--- src/bttw_pkg.sv ---
// constants, types and register map for the time-limit, trigger and wait command block
// assumes a 100 MHz clock and a host-side parser that turns text arguments into binary
//
// Operation
// RULE1: power-on limits ten seconds and one tenth second
// RULE2: limits run ten microseconds to one hour
// RULE3: zero limit disables that timeout entirely
// RULE4: late transfer aborted, aborted-operation error recorded
// RULE5: poll limit guards serial poll only, errors
// RULE6: query returns limits; out-of-range posts argument error
// RULE7: poll-only change leaves io limit alone
// RULE8: limits persist until reissued, online reset, power
// RULE9: trigger without addresses errors, triggers nothing
// RULE10: first controller command pulses clear, asserts remote
// RULE11: control passed away blocks command, not-controller error
// RULE12: wait returns status when masked event occurs
// RULE13: wait status format follows continuous reporting setting
// RULE14: wait mask bits follow status word layout
// RULE15: zero mask completes immediately with status
// RULE16: timeout bit ends wait within io limit
// RULE17: no timeout bit or zero limit: unbounded
// RULE18: wait without mask posts argument error
// RULE19: any notation converts to same mask bits
// RULE20: status bit fifteen flags any error
// RULE21: limits count in ten microsecond ticks
`default_nettype none

package bttw_pkg;

  // timing
  localparam int CLK_NS        = 10;
  localparam int TICK_NS       = 10_000;
  localparam int TICK_CYC      = TICK_NS / CLK_NS;
  localparam int DIV_W         = 10;
  localparam logic [DIV_W-1:0] DIV_LAST = DIV_W'(TICK_CYC - 1);
  localparam int TICKS_PER_S   = 1_000_000_000 / TICK_NS;
  localparam int IO_DEFAULT_S  = 10;
  localparam int SP_DEFAULT_MS = 100;
  localparam int LIMIT_MAX_S   = 3600;
  localparam int IFC_US        = 100;
  localparam logic [31:0] IO_DEFAULT_TICKS = 32'(IO_DEFAULT_S * TICKS_PER_S);
  localparam logic [31:0] SP_DEFAULT_TICKS = 32'(SP_DEFAULT_MS * TICKS_PER_S / 1000);
  localparam logic [31:0] LIMIT_MAX_TICKS  = 32'(LIMIT_MAX_S * TICKS_PER_S);
  localparam logic [31:0] IFC_TICKS = 32'((IFC_US * 1000 + TICK_NS - 1) / TICK_NS);

  // register byte offsets
  localparam logic [7:0] REG_CMD       = 8'h00;
  localparam logic [7:0] REG_IO_ARG    = 8'h04;
  localparam logic [7:0] REG_SP_ARG    = 8'h08;
  localparam logic [7:0] REG_WAIT_MASK = 8'h0C;
  localparam logic [7:0] REG_TRG_LIST  = 8'h10;
  localparam logic [7:0] REG_CONFIG    = 8'h14;
  localparam logic [7:0] REG_STATUS    = 8'h18;
  localparam logic [7:0] REG_ERROR     = 8'h1C;
  localparam logic [7:0] REG_RESULT    = 8'h20;
  localparam logic [7:0] REG_IO_LIMIT  = 8'h24;
  localparam logic [7:0] REG_SP_LIMIT  = 8'h28;

  // field positions
  localparam int CMD_OP_LSB   = 0;
  localparam int CMD_OP_W     = 3;
  localparam int CMD_IO_BIT   = 4;
  localparam int CMD_SP_BIT   = 5;
  localparam int CMD_MASK_BIT = 6;
  localparam int CFG_NOSYS_BIT = 0;
  localparam int CFG_CONT_BIT  = 1;
  localparam int RES_FMT_BIT   = 16;
  localparam int RES_VALID_BIT = 17;
  localparam int RES_BUSY_BIT  = 18;
  localparam int ERR_SER_LSB   = 8;

  // status word bits
  localparam int ST_ERR  = 15;
  localparam int ST_TIMEOUT_FLAG = 14;
  localparam int ST_END  = 13;
  localparam int ST_SERVICE_REQUEST_FLAG = 12;
  localparam int ST_CMPL = 8;
  localparam int ST_LOK  = 7;
  localparam int ST_REM  = 6;
  localparam int ST_CIC  = 5;
  localparam int ST_ATN  = 4;
  localparam int ST_TACS = 3;
  localparam int ST_LACS = 2;
  localparam int ST_DTAS = 1;
  localparam int ST_DCAS = 0;
  localparam logic [15:0] WAIT_MASK_USED = 16'h70FF;

  // error codes
  localparam logic [7:0] ERR_NONE     = 8'h00;
  localparam logic [7:0] ERR_NOT_CIC  = 8'h01;
  localparam logic [7:0] ERR_ARG      = 8'h04;
  localparam logic [7:0] ERR_ABORTED  = 8'h06;

  typedef enum logic [2:0] {
    BTTW_OP_NONE  = 3'h0,
    BTTW_OP_TMO   = 3'h1,
    BTTW_OP_TRG   = 3'h2,
    BTTW_OP_WAIT  = 3'h3,
    BTTW_OP_ONL   = 3'h4
  } bttw_op_t;

  typedef enum logic [1:0] {BTTW_IDLE, BTTW_IFC, BTTW_TRIG, BTTW_WAIT} bttw_state_t;

  typedef struct packed {
    logic end_seen;
    logic srq;
    logic lockout_flag;
    logic rem;
    logic atn;
    logic tacs;
    logic lacs;
    logic dtas;
    logic dcas;
  } bttw_pins_t;

  typedef struct packed {
    logic [DIV_W-1:0] div;
    logic [31:0]      cnt;
    logic             fired;
  } bttw_guard_t;

  typedef struct packed {
    bttw_state_t  fsm;
    logic [9:0]   sync1;
    logic [9:0]   sync2;
    logic         lost_q;
    logic         cic;
    logic [31:0]  io_limit;
    logic [31:0]  sp_limit;
    logic [31:0]  io_arg;
    logic [31:0]  sp_arg;
    logic [15:0]  wait_mask;
    logic [31:0]  trg_list;
    logic         nosys;
    logic         cont;
    logic         timeout_flag;
    logic [7:0]   gpib_err;
    logic [15:0]  res_status;
    logic         res_fmt;
    logic         res_valid;
    bttw_guard_t  g_io;
    bttw_guard_t  g_sp;
    bttw_guard_t  g_wait;
    bttw_guard_t  g_ifc;
    logic [31:0]  rdata;
    logic         ifc;
    logic         ren;
    logic         trig_strobe;
    logic [31:0]  trig_out;
    logic         io_abort;
    logic         sp_fail;
    logic         wait_done;
  } bttw_regs_t;

endpackage : bttw_pkg

`default_nettype wire

--- src/bttw_cmd.sv ---
// time-limit, trigger and wait command engine with its register port
// assumes a parser feeding binary arguments and engines reporting transfer activity
`default_nettype none

module bttw_cmd (
  input  wire logic               clk,
  input  wire logic               rst_n,
  input  wire logic [7:0]         addr,
  input  wire logic [31:0]        wdata,
  input  wire logic               wr,
  input  wire logic               rd,
  output logic      [31:0]        rdata,
  input  wire bttw_pkg::bttw_pins_t bus_pins,
  input  wire logic               cic_lost,
  input  wire logic               io_active,
  input  wire logic               sp_active,
  input  wire logic [7:0]         serial_err,
  output logic                    ifc,
  output logic                    ren,
  output logic                    trig_strobe,
  output logic      [31:0]        trig_list,
  output logic                    io_abort,
  output logic                    sp_fail,
  output logic                    wait_done
);

  bttw_pkg::bttw_regs_t st;
  bttw_pkg::bttw_regs_t next_st;

  // one step of a tick-based time guard; zero limit never fires
  function automatic bttw_pkg::bttw_guard_t guard_step(
    input logic                  active,
    input logic [31:0]           limit,
    input bttw_pkg::bttw_guard_t g
  );
    bttw_pkg::bttw_guard_t r;
    r = g;
    if (!active) begin
      r = '0;
    end else if (limit != '0 && !g.fired) begin // RULE3
      if (g.div == bttw_pkg::DIV_LAST) begin // RULE21
        r.div = '0;
        r.cnt = g.cnt + 32'h1;
        if (r.cnt >= limit) begin
          r.fired = 1'b1;
        end
      end else begin
        r.div = g.div + 10'h1;
      end
    end
    return r;
  endfunction

  // limits above one hour are refused
  function automatic logic arg_bad(input logic given, input logic [31:0] v);
    return given && (v > bttw_pkg::LIMIT_MAX_TICKS);
  endfunction

  bttw_pkg::bttw_pins_t pins_s;
  logic                 lost_s;
  logic [15:0]          status;
  logic                 take_cmd;
  bttw_pkg::bttw_op_t   op;
  logic                 has_io;
  logic                 has_sp;
  logic                 has_mask;
  logic                 io_exp;
  logic                 sp_exp;
  logic                 wait_exp;
  logic                 ifc_exp;
  logic [15:0]          timeout_flag_bit;

  always_comb begin
    next_st = st;
    next_st.rdata       = '0;
    next_st.trig_strobe = 1'b0;
    next_st.io_abort    = 1'b0;
    next_st.sp_fail     = 1'b0;
    next_st.wait_done   = 1'b0;

    // pin synchroniser
    next_st.sync1 = {cic_lost, bus_pins};
    next_st.sync2 = st.sync1;
    lost_s = st.sync2[9];
    pins_s = bttw_pkg::bttw_pins_t'(st.sync2[8:0]);

    // control passed away or regained
    next_st.lost_q = lost_s;
    if (lost_s) begin
      next_st.cic = 1'b0;
    end else if (st.lost_q) begin
      next_st.cic = 1'b1;
    end

    // live status word
    status = '0;
    status[bttw_pkg::ST_ERR]  = (st.gpib_err != bttw_pkg::ERR_NONE) ||
                                (serial_err != '0); // RULE20
    status[bttw_pkg::ST_TIMEOUT_FLAG] = st.timeout_flag;
    status[bttw_pkg::ST_END]  = pins_s.end_seen;
    status[bttw_pkg::ST_SERVICE_REQUEST_FLAG] = pins_s.srq && st.cic;
    status[bttw_pkg::ST_CMPL] = (st.fsm == bttw_pkg::BTTW_IDLE);
    status[bttw_pkg::ST_LOK]  = pins_s.lockout_flag; // RULE14
    status[bttw_pkg::ST_REM]  = pins_s.rem;
    status[bttw_pkg::ST_CIC]  = st.cic;
    status[bttw_pkg::ST_ATN]  = pins_s.atn;
    status[bttw_pkg::ST_TACS] = pins_s.tacs;
    status[bttw_pkg::ST_LACS] = pins_s.lacs;
    status[bttw_pkg::ST_DTAS] = pins_s.dtas;
    status[bttw_pkg::ST_DCAS] = pins_s.dcas;
    timeout_flag_bit = '0;
    timeout_flag_bit[bttw_pkg::ST_TIMEOUT_FLAG] = 1'b1;

    // register port
    take_cmd = wr && (addr == bttw_pkg::REG_CMD) && (st.fsm == bttw_pkg::BTTW_IDLE);
    op       = bttw_pkg::bttw_op_t'(wdata[bttw_pkg::CMD_OP_LSB +: bttw_pkg::CMD_OP_W]);
    has_io   = wdata[bttw_pkg::CMD_IO_BIT];
    has_sp   = wdata[bttw_pkg::CMD_SP_BIT];
    has_mask = wdata[bttw_pkg::CMD_MASK_BIT];
    if (wr) begin
      case (addr)
        bttw_pkg::REG_IO_ARG:    next_st.io_arg    = wdata;
        bttw_pkg::REG_SP_ARG:    next_st.sp_arg    = wdata;
        bttw_pkg::REG_WAIT_MASK: next_st.wait_mask = wdata[15:0]; // RULE19
        bttw_pkg::REG_TRG_LIST:  next_st.trg_list  = wdata;
        bttw_pkg::REG_CONFIG: begin
          next_st.nosys = wdata[bttw_pkg::CFG_NOSYS_BIT];
          next_st.cont  = wdata[bttw_pkg::CFG_CONT_BIT];
        end
        default: ;
      endcase
    end
    if (rd) begin
      case (addr)
        bttw_pkg::REG_IO_ARG:    next_st.rdata = st.io_arg;
        bttw_pkg::REG_SP_ARG:    next_st.rdata = st.sp_arg;
        bttw_pkg::REG_WAIT_MASK: next_st.rdata = {16'h0000, st.wait_mask};
        bttw_pkg::REG_TRG_LIST:  next_st.rdata = st.trg_list;
        bttw_pkg::REG_CONFIG: begin
          next_st.rdata[bttw_pkg::CFG_NOSYS_BIT] = st.nosys;
          next_st.rdata[bttw_pkg::CFG_CONT_BIT]  = st.cont;
        end
        bttw_pkg::REG_STATUS:    next_st.rdata = {16'h0000, status};
        bttw_pkg::REG_ERROR: begin
          next_st.rdata[7:0] = st.gpib_err;
          next_st.rdata[bttw_pkg::ERR_SER_LSB +: 8] = serial_err;
        end
        bttw_pkg::REG_RESULT: begin
          next_st.rdata[15:0] = st.res_status;
          next_st.rdata[bttw_pkg::RES_FMT_BIT]   = st.res_fmt;
          next_st.rdata[bttw_pkg::RES_VALID_BIT] = st.res_valid;
          next_st.rdata[bttw_pkg::RES_BUSY_BIT]  = (st.fsm != bttw_pkg::BTTW_IDLE);
        end
        bttw_pkg::REG_IO_LIMIT:  next_st.rdata = st.io_limit; // RULE6
        bttw_pkg::REG_SP_LIMIT:  next_st.rdata = st.sp_limit;
        default:                 next_st.rdata = '0;
      endcase
    end

    // command acceptance; a new message clears the recorded error
    if (take_cmd) begin
      next_st.gpib_err  = bttw_pkg::ERR_NONE;
      next_st.timeout_flag      = 1'b0;
      next_st.res_valid = 1'b0;
      case (op)
        bttw_pkg::BTTW_OP_TMO: begin
          if (arg_bad(has_io, st.io_arg) || arg_bad(has_sp, st.sp_arg)) begin
            next_st.gpib_err = bttw_pkg::ERR_ARG; // RULE2 RULE6
          end else if (!has_io && !has_sp) begin
            next_st.res_valid = 1'b1; // RULE6
            next_st.res_fmt   = 1'b1;
          end else begin
            if (has_io) begin
              next_st.io_limit = st.io_arg; // RULE8
            end
            if (has_sp) begin
              next_st.sp_limit = st.sp_arg; // RULE7
            end
          end
        end
        bttw_pkg::BTTW_OP_TRG: begin
          if (st.trg_list == '0) begin
            next_st.gpib_err = bttw_pkg::ERR_ARG; // RULE9
          end else if (lost_s || (!st.cic && st.nosys)) begin
            next_st.gpib_err = bttw_pkg::ERR_NOT_CIC; // RULE11
          end else if (!st.cic) begin
            next_st.fsm = bttw_pkg::BTTW_IFC; // RULE10
            next_st.ifc = 1'b1;
            next_st.ren = 1'b1;
          end else begin
            next_st.fsm = bttw_pkg::BTTW_TRIG;
          end
        end
        bttw_pkg::BTTW_OP_WAIT: begin
          if (!has_mask) begin
            next_st.gpib_err = bttw_pkg::ERR_ARG; // RULE18
          end else if ((st.wait_mask & bttw_pkg::WAIT_MASK_USED) == '0) begin
            next_st.res_status = status; // RULE15
            next_st.res_fmt    = !st.cont;
            next_st.res_valid  = 1'b1;
            next_st.wait_done  = 1'b1;
          end else begin
            next_st.fsm = bttw_pkg::BTTW_WAIT;
          end
        end
        bttw_pkg::BTTW_OP_ONL: begin
          next_st.io_limit = bttw_pkg::IO_DEFAULT_TICKS; // RULE8
          next_st.sp_limit = bttw_pkg::SP_DEFAULT_TICKS;
          next_st.nosys    = 1'b0;
          next_st.cont     = 1'b0;
        end
        default: ;
      endcase
    end

    // time guards
    next_st.g_io = guard_step(io_active, st.io_limit, st.g_io);
    io_exp = next_st.g_io.fired && !st.g_io.fired;
    next_st.g_sp = guard_step(sp_active, st.sp_limit, st.g_sp); // RULE5
    sp_exp = next_st.g_sp.fired && !st.g_sp.fired;
    next_st.g_wait = guard_step((st.fsm == bttw_pkg::BTTW_WAIT) &&
                                st.wait_mask[bttw_pkg::ST_TIMEOUT_FLAG],
                                st.io_limit, st.g_wait); // RULE16 RULE17
    wait_exp = next_st.g_wait.fired && !st.g_wait.fired;
    next_st.g_ifc = guard_step(st.fsm == bttw_pkg::BTTW_IFC, bttw_pkg::IFC_TICKS, st.g_ifc);
    ifc_exp = next_st.g_ifc.fired && !st.g_ifc.fired;

    if (io_exp) begin
      next_st.io_abort = 1'b1; // RULE4
      next_st.gpib_err = bttw_pkg::ERR_ABORTED;
      next_st.timeout_flag     = 1'b1;
    end
    if (sp_exp) begin
      next_st.sp_fail  = 1'b1; // RULE5
      next_st.gpib_err = bttw_pkg::ERR_ABORTED;
    end

    case (st.fsm)
      bttw_pkg::BTTW_IDLE: ;
      bttw_pkg::BTTW_IFC: begin
        if (ifc_exp) begin
          next_st.ifc = 1'b0;
          next_st.cic = 1'b1;
          next_st.fsm = bttw_pkg::BTTW_TRIG;
        end
      end
      bttw_pkg::BTTW_TRIG: begin
        next_st.trig_strobe = 1'b1;
        next_st.trig_out    = st.trg_list;
        next_st.fsm         = bttw_pkg::BTTW_IDLE;
      end
      bttw_pkg::BTTW_WAIT: begin
        if ((status & st.wait_mask & bttw_pkg::WAIT_MASK_USED) != '0 || wait_exp) begin
          next_st.res_status = wait_exp ? (status | timeout_flag_bit) : status; // RULE12
          next_st.timeout_flag       = st.timeout_flag || wait_exp;
          next_st.res_fmt    = !st.cont; // RULE13
          next_st.res_valid  = 1'b1;
          next_st.wait_done  = 1'b1;
          next_st.fsm        = bttw_pkg::BTTW_IDLE;
        end
      end
      default: next_st.fsm = bttw_pkg::BTTW_IDLE;
    endcase
  end

  always_ff @(posedge clk or negedge rst_n) begin
    if (!rst_n) begin
      st          <= '0;
      st.fsm      <= bttw_pkg::BTTW_IDLE;
      st.io_limit <= bttw_pkg::IO_DEFAULT_TICKS; // RULE1
      st.sp_limit <= bttw_pkg::SP_DEFAULT_TICKS;
    end else begin
      st <= next_st;
    end
  end

  assign rdata       = st.rdata;
  assign ifc         = st.ifc;
  assign ren         = st.ren;
  assign trig_strobe = st.trig_strobe;
  assign trig_list   = st.trig_out;
  assign io_abort    = st.io_abort;
  assign sp_fail     = st.sp_fail;
  assign wait_done   = st.wait_done;

endmodule : bttw_cmd

`default_nettype wire

--- config.mk ---
export PLATFORM = sky130hd
export DESIGN_NAME = bttw_cmd
export DESIGN_NICKNAME = d
export VERILOG_FILES = /design/src/bttw_pkg.sv /design/src/bttw_cmd.sv
export SDC_FILE = /design/constraint.sdc
export NUM_CORES = 1
export LEC_CHECK = 0
export BUFFER_PORTS_ARGS = -buffer_cell sky130_fd_sc_hd__buf_2
export CORE_MARGIN = 2
export CORE_UTILIZATION = 39
export DETAILED_ROUTE_END_ITERATION = 16
export MAX_ROUTING_LAYER = met4
export RECOVER_POWER = 100
export SLEW_MARGIN = 20
export SYNTH_ARGS = -nofsm -noshare
export SYNTH_HDL_FRONTEND = slang
export SYNTH_SLANG_ARGS = --single-unit
--- constraint.sdc ---
create_clock -name clk -period 5 [get_ports clk]
set_input_delay 0.25 -clock clk [delete_from_list [all_inputs] [get_ports clk]]
set_output_delay 0.25 -clock clk [all_outputs]
set_load 0.02 [all_outputs]
# After elaboration in Yosys (flattened, before gate mapping)

Cells that the tools add are included.

Add/subtract/negate cells: 8
$lt $le $gt $ge: 6
Equality and inequality tests: 33
Mux-type cells: 82
Bitwise logic cells: 4
Reductions and logical operators: 51

Operators with widths:

| operator              | number |
|---|---|
| $mux 43               | 8 |
| $mux 33               | 5 |
| $add 32x1->32 const B | 4 |
| $mux 64               | 2 |
| $pmux 64 s2           | 1 |
| $pmux 14 s9           | 1 |
| $ge 32x32->1          | 3 |
| $mux 32               | 3 |
| $mux 18               | 4 |
| $pmux 13 s5           | 1 |
| $gt 32x29->1 const B  | 2 |
| $reduce_bool 32->1    | 2 |
| $add 10x1->10 const B | 4 |
| $eq 10x10->1 const B  | 4 |
| $mux 10               | 4 |
| $mux 2                | 18 |
| $eq 8x5->1 const B    | 4 |
| $ge 32x4->1 const B   | 1 |
| $logic_not 32->1      | 1 |
| $mux 29               | 1 |
| $eq 8x6->1 const B    | 3 |
| $pmux 8 s3            | 1 |
| $mux 1                | 21 |
| $pmux 2 s10           | 1 |
| 31 further kinds      | 85 |

Register bits after elaboration: 471
Input bits: 64
Output and inout bits: 70
Word-level logic and storage cells: 222

# Longest topological paths before layout

Depth in word-level cells: 10
Mapped depth: 20
Gate-level depth less buffers: 18

# Least setup slack after synthesis

No wires, ideal clock.

Kind: reg-to-reg
Start: register st[114] (netlist bit)
End: register st[251] (netlist bit)
Setup time: 125 ps
Data arrival time: 3981 ps
Data required time: 4875 ps
Path slack: 894 ps
Cell stages (with the launch flop): 17
Path buffers: 2
Period minus slack after synthesis: 4106 ps
Cells stage by stage: dfrtp_1 > ha_1 > nand2_1 > nor4_1 > nand2_1 > xnor2_1 > ha_1 > a2111oi_2 > o21ai_1 > a311o_1 > a2111oi_4 > o211a_1 > a211oi_2 > or2_1 > buf_6 > buf_12 > mux2_4

RTL lines:

| element                | line            | RTL |
|---|---|---|
| from (decl)            | bttw_cmd.sv:27  | `bttw_pkg::bttw_regs_t st;` |
| from (signal assigned) | bttw_cmd.sv:273 | `st <= next_st;` |

==> metrics.txt <==
status complete, but fails checks; failing checks capacitance limit, slew limit; final setup fails 0; #FFs+latches synth 466; Post-Syn Area 25480 sq um; top_reg_cell synth dfrtp_1; Startpoint Class flip-flop; dpl cells 3363; Async S/R FF share, synth 100.0%; router iterations before antenna repair 8; via count 19950; row count 93; Net Switching 2.076 mW; endpoints failing hold 0; Clock power frac 49.4%; syn avg cell area 10.12 sq um; Worst path most repeated cell nor2_1; io pins 134; Leak 13.10 nW; CP arrival 5060 ps; DRT iter0 DRCs 1977; Initial Utilization 39.45%; sequential share of the synthesized area 45.83%; Final GP Congestion 0.9307; fmax 220.3 MHz; Sink Count 466; RSZ-0062 raised after global routing no; Worst Setup End Kind flip-flop; DPL Wire Length 55880 um; Vias/cell 5.694; top cells by count, synth 454 x dfrtp_1, 199 x nand2_1, 172 x nor2_1; Int Pwr 6.462 mW; Placeable Area 64580 sq um; relative slew slack -154.9%; Design Area, Final 28720 sq um; top cell type's share of synthesized area 44.59%; Worst Hold Class primary input to flip-flop; die height 259.6 um; number of global-route vias before repair 20140; Post-CTS Setup Bufs 0; CTS H-tree depth 2; worst setup margin 461.3 ps; DRC 0; Slowest cell on crit path nor4_1; Post-Syn Nets 2686; first-pass GRT wire length 118700 um; Total GRT Usage 23.42%; Final Total Pwr 8.538 mW; Worst VDD drop 0.2608 mV; leading area contributor after synthesis dfrtp_1; cell with the most instances after synthesis dfrtp_1; synth top area cells dfrtp_1 45%, mux2_2 6.7%, ha_1 5.2%; Port Buffer Count 133; EDFF count, synth 0; critical path class flip-flop to flip-flop; Worst Clk Skew 34.63 ps; post-layout net count 2772; sequential fraction of design power 46.2%; root buffer cell clkbuf_16; CTS tree built; overall routed net length 76420 um; Longest Clk Path Bufs 3; worst path cell trace nand4_1, nor4_1, nand2_1, nor2_1, and3_1, nand3_1, nor2_1, xor2_1, ha_1, nand4_1, nor2_1, o21a_1, a2111oi_4, o211a_1, a211oi_2, or2_2, mux2_1; filler instances 6191; Reg clk slew, reported paths 60 ps; CTS Buf Count 54; Synth cell types 81; Post-Place Setup Slack 331.8 ps; final slew viol count 367; PD cells 297.2 nW/um^2; DRT antenna net count 0; die area 67390 sq um; worst slew pin tran 3824 ps; synthesis-to-layout area growth 12.73%; Worst-Skew Late Latency 640 ps; Critical Path RT 5520 ps; sw frac 24.31%; Mapped Cells 2517; Max-cap violations 10; crit share post-route 90.77%; Congestion Overflow GR 0; setup TNS 0 ps; CP max FO 14; Die X 259.6 um; Max stage delay on crit path 510 ps; layout cell share with drive strength beyond 1 13.64%; pin count of the biggest net entering global routing 142; Comb power frac 4.4%; Ys Warns 0; post-layout minimum cycle time 4539 ps; placed instance area 26620 sq um; wire per inst 21.82 um; Final Instance Count excl. Fillers 3503; initial antenna violation count 1
-- path summary, 6_finish.rpt --
| check | start | end | slack [ps] | depth (start not counted) |
|---|---|---|---|---|
| max | st[122] | st[251] | 460 | 17 |
| min reg2reg | next_st[453] | pins_s[4] | 350 | 0 |
| min | wr | st[270] | 40 | 3 |
| min in group asynchronous | rst_n | st[236] | 1710 | 2 |
| max reg2reg | st[122] | st[251] | 460 | 17 |
| max in group asynchronous | rst_n | st[284] | 1120 | 2 |
-- final cells by class --
type	instances	area [sq um]	area share [%]
multi-input combinational	1788	12540	43.65
sequential	466	11680	40.65
clock buffer	68	1484	5.166
timing repair buffer	205	1201	4.182
tap	855	1070	3.724
clock inverter	32	422.9	1.472
inverter	88	330.3	1.150
antenna	1	2.502	0.008712
-- through the flow --
| stage | hold WS [ps] | util, % |
|---|---|---|
| final | 44.78 | 44.48 |
| after global routing | 31.72 | 44.48 |
| after CTS | 12.56 | 44.78 |
| after detailed placement | 284.0 | 41.22 |
| after global placement | 279.5 | 41.22 |
| after floorplan | -45.59 | - |
-- cells in the final DEF (no fill, tap or decap), types with 55 or more instances in the layout --
cell type  count
dfrtp_1      454
nand2_1      199
nor2_1       169
mux2_2       151
o21ai_0      112
ha_1         105
xnor2_1       96
clkbuf_1      92
inv_1         87
xor2_1        87
nand3_1       81
a21oi_1       79
buf_2         60
nand4_1       57
a22oi_1       55
-- critical path: cells and delay by family (launching register included) --
kind                     cells  cell delay (ps)
adder cells (fa/ha/maj)      1              250
AND/OR/NAND/NOR             10             2480
multiplexers                 1              370
flip-flops                   1              440
AO/OA/AOI/OAI                4              730
XOR/XNOR                     1              170
-- flip-flops by register name, summed over array words and instances (netlist names) --
signal       count
sp_fail          1
io_abort         1
wait_done        1
next_st         10
rdata           32
trig_list       32
ifc              1
pins_s           9
st             376
ren              1
lost_s           1
trig_strobe      1
-- layer usage --
layer / vias to the layer above / part of all wire [%] / track usage (%)
met3: 160 / 6.7 / 3.821
met5: - / 0 / -
met4: 0 / 3.5 / 8.285
met2: 654 / 46 / 36.44
li1: 9194 / - / -
met1: 9937 / 43 / 30.95
-- repair_timing --
action,in CTS,in global routing
gates resized for setup,0,2
setup endpoints to repair,0,16
hold endpoints to repair,163,0
hold buffers,39,0
-- power by group through the flow --
| stage | clock (mW) | sequential (mW) | combinational (mW) |
|---|---|---|---|
| floorplan | 0 | 3.95 | 0.159 |
| global placement | 0 | 4.00 | 0.346 |
| detailed placement | 0 | 4.01 | 0.354 |
| CTS | 4.31 | 3.94 | 0.380 |
| global route | 4.46 | 3.95 | 0.416 |
| finish | 4.22 | 3.94 | 0.376 |
-- cell families after synthesis --
kind of cell             after synthesis  synth area share [%]
buffers and inverters                263                 4.970
XOR/XNOR                             183                 6.291
multiplexers                         190                 8.245
flip-flops                           466                 45.83
adder cells (fa/ha/maj)              105                 5.156
AND/OR/NAND/NOR                      841                 16.97
AO/OA/AOI/OAI                        469                 12.54
Power figures use the tool's default switching activity.
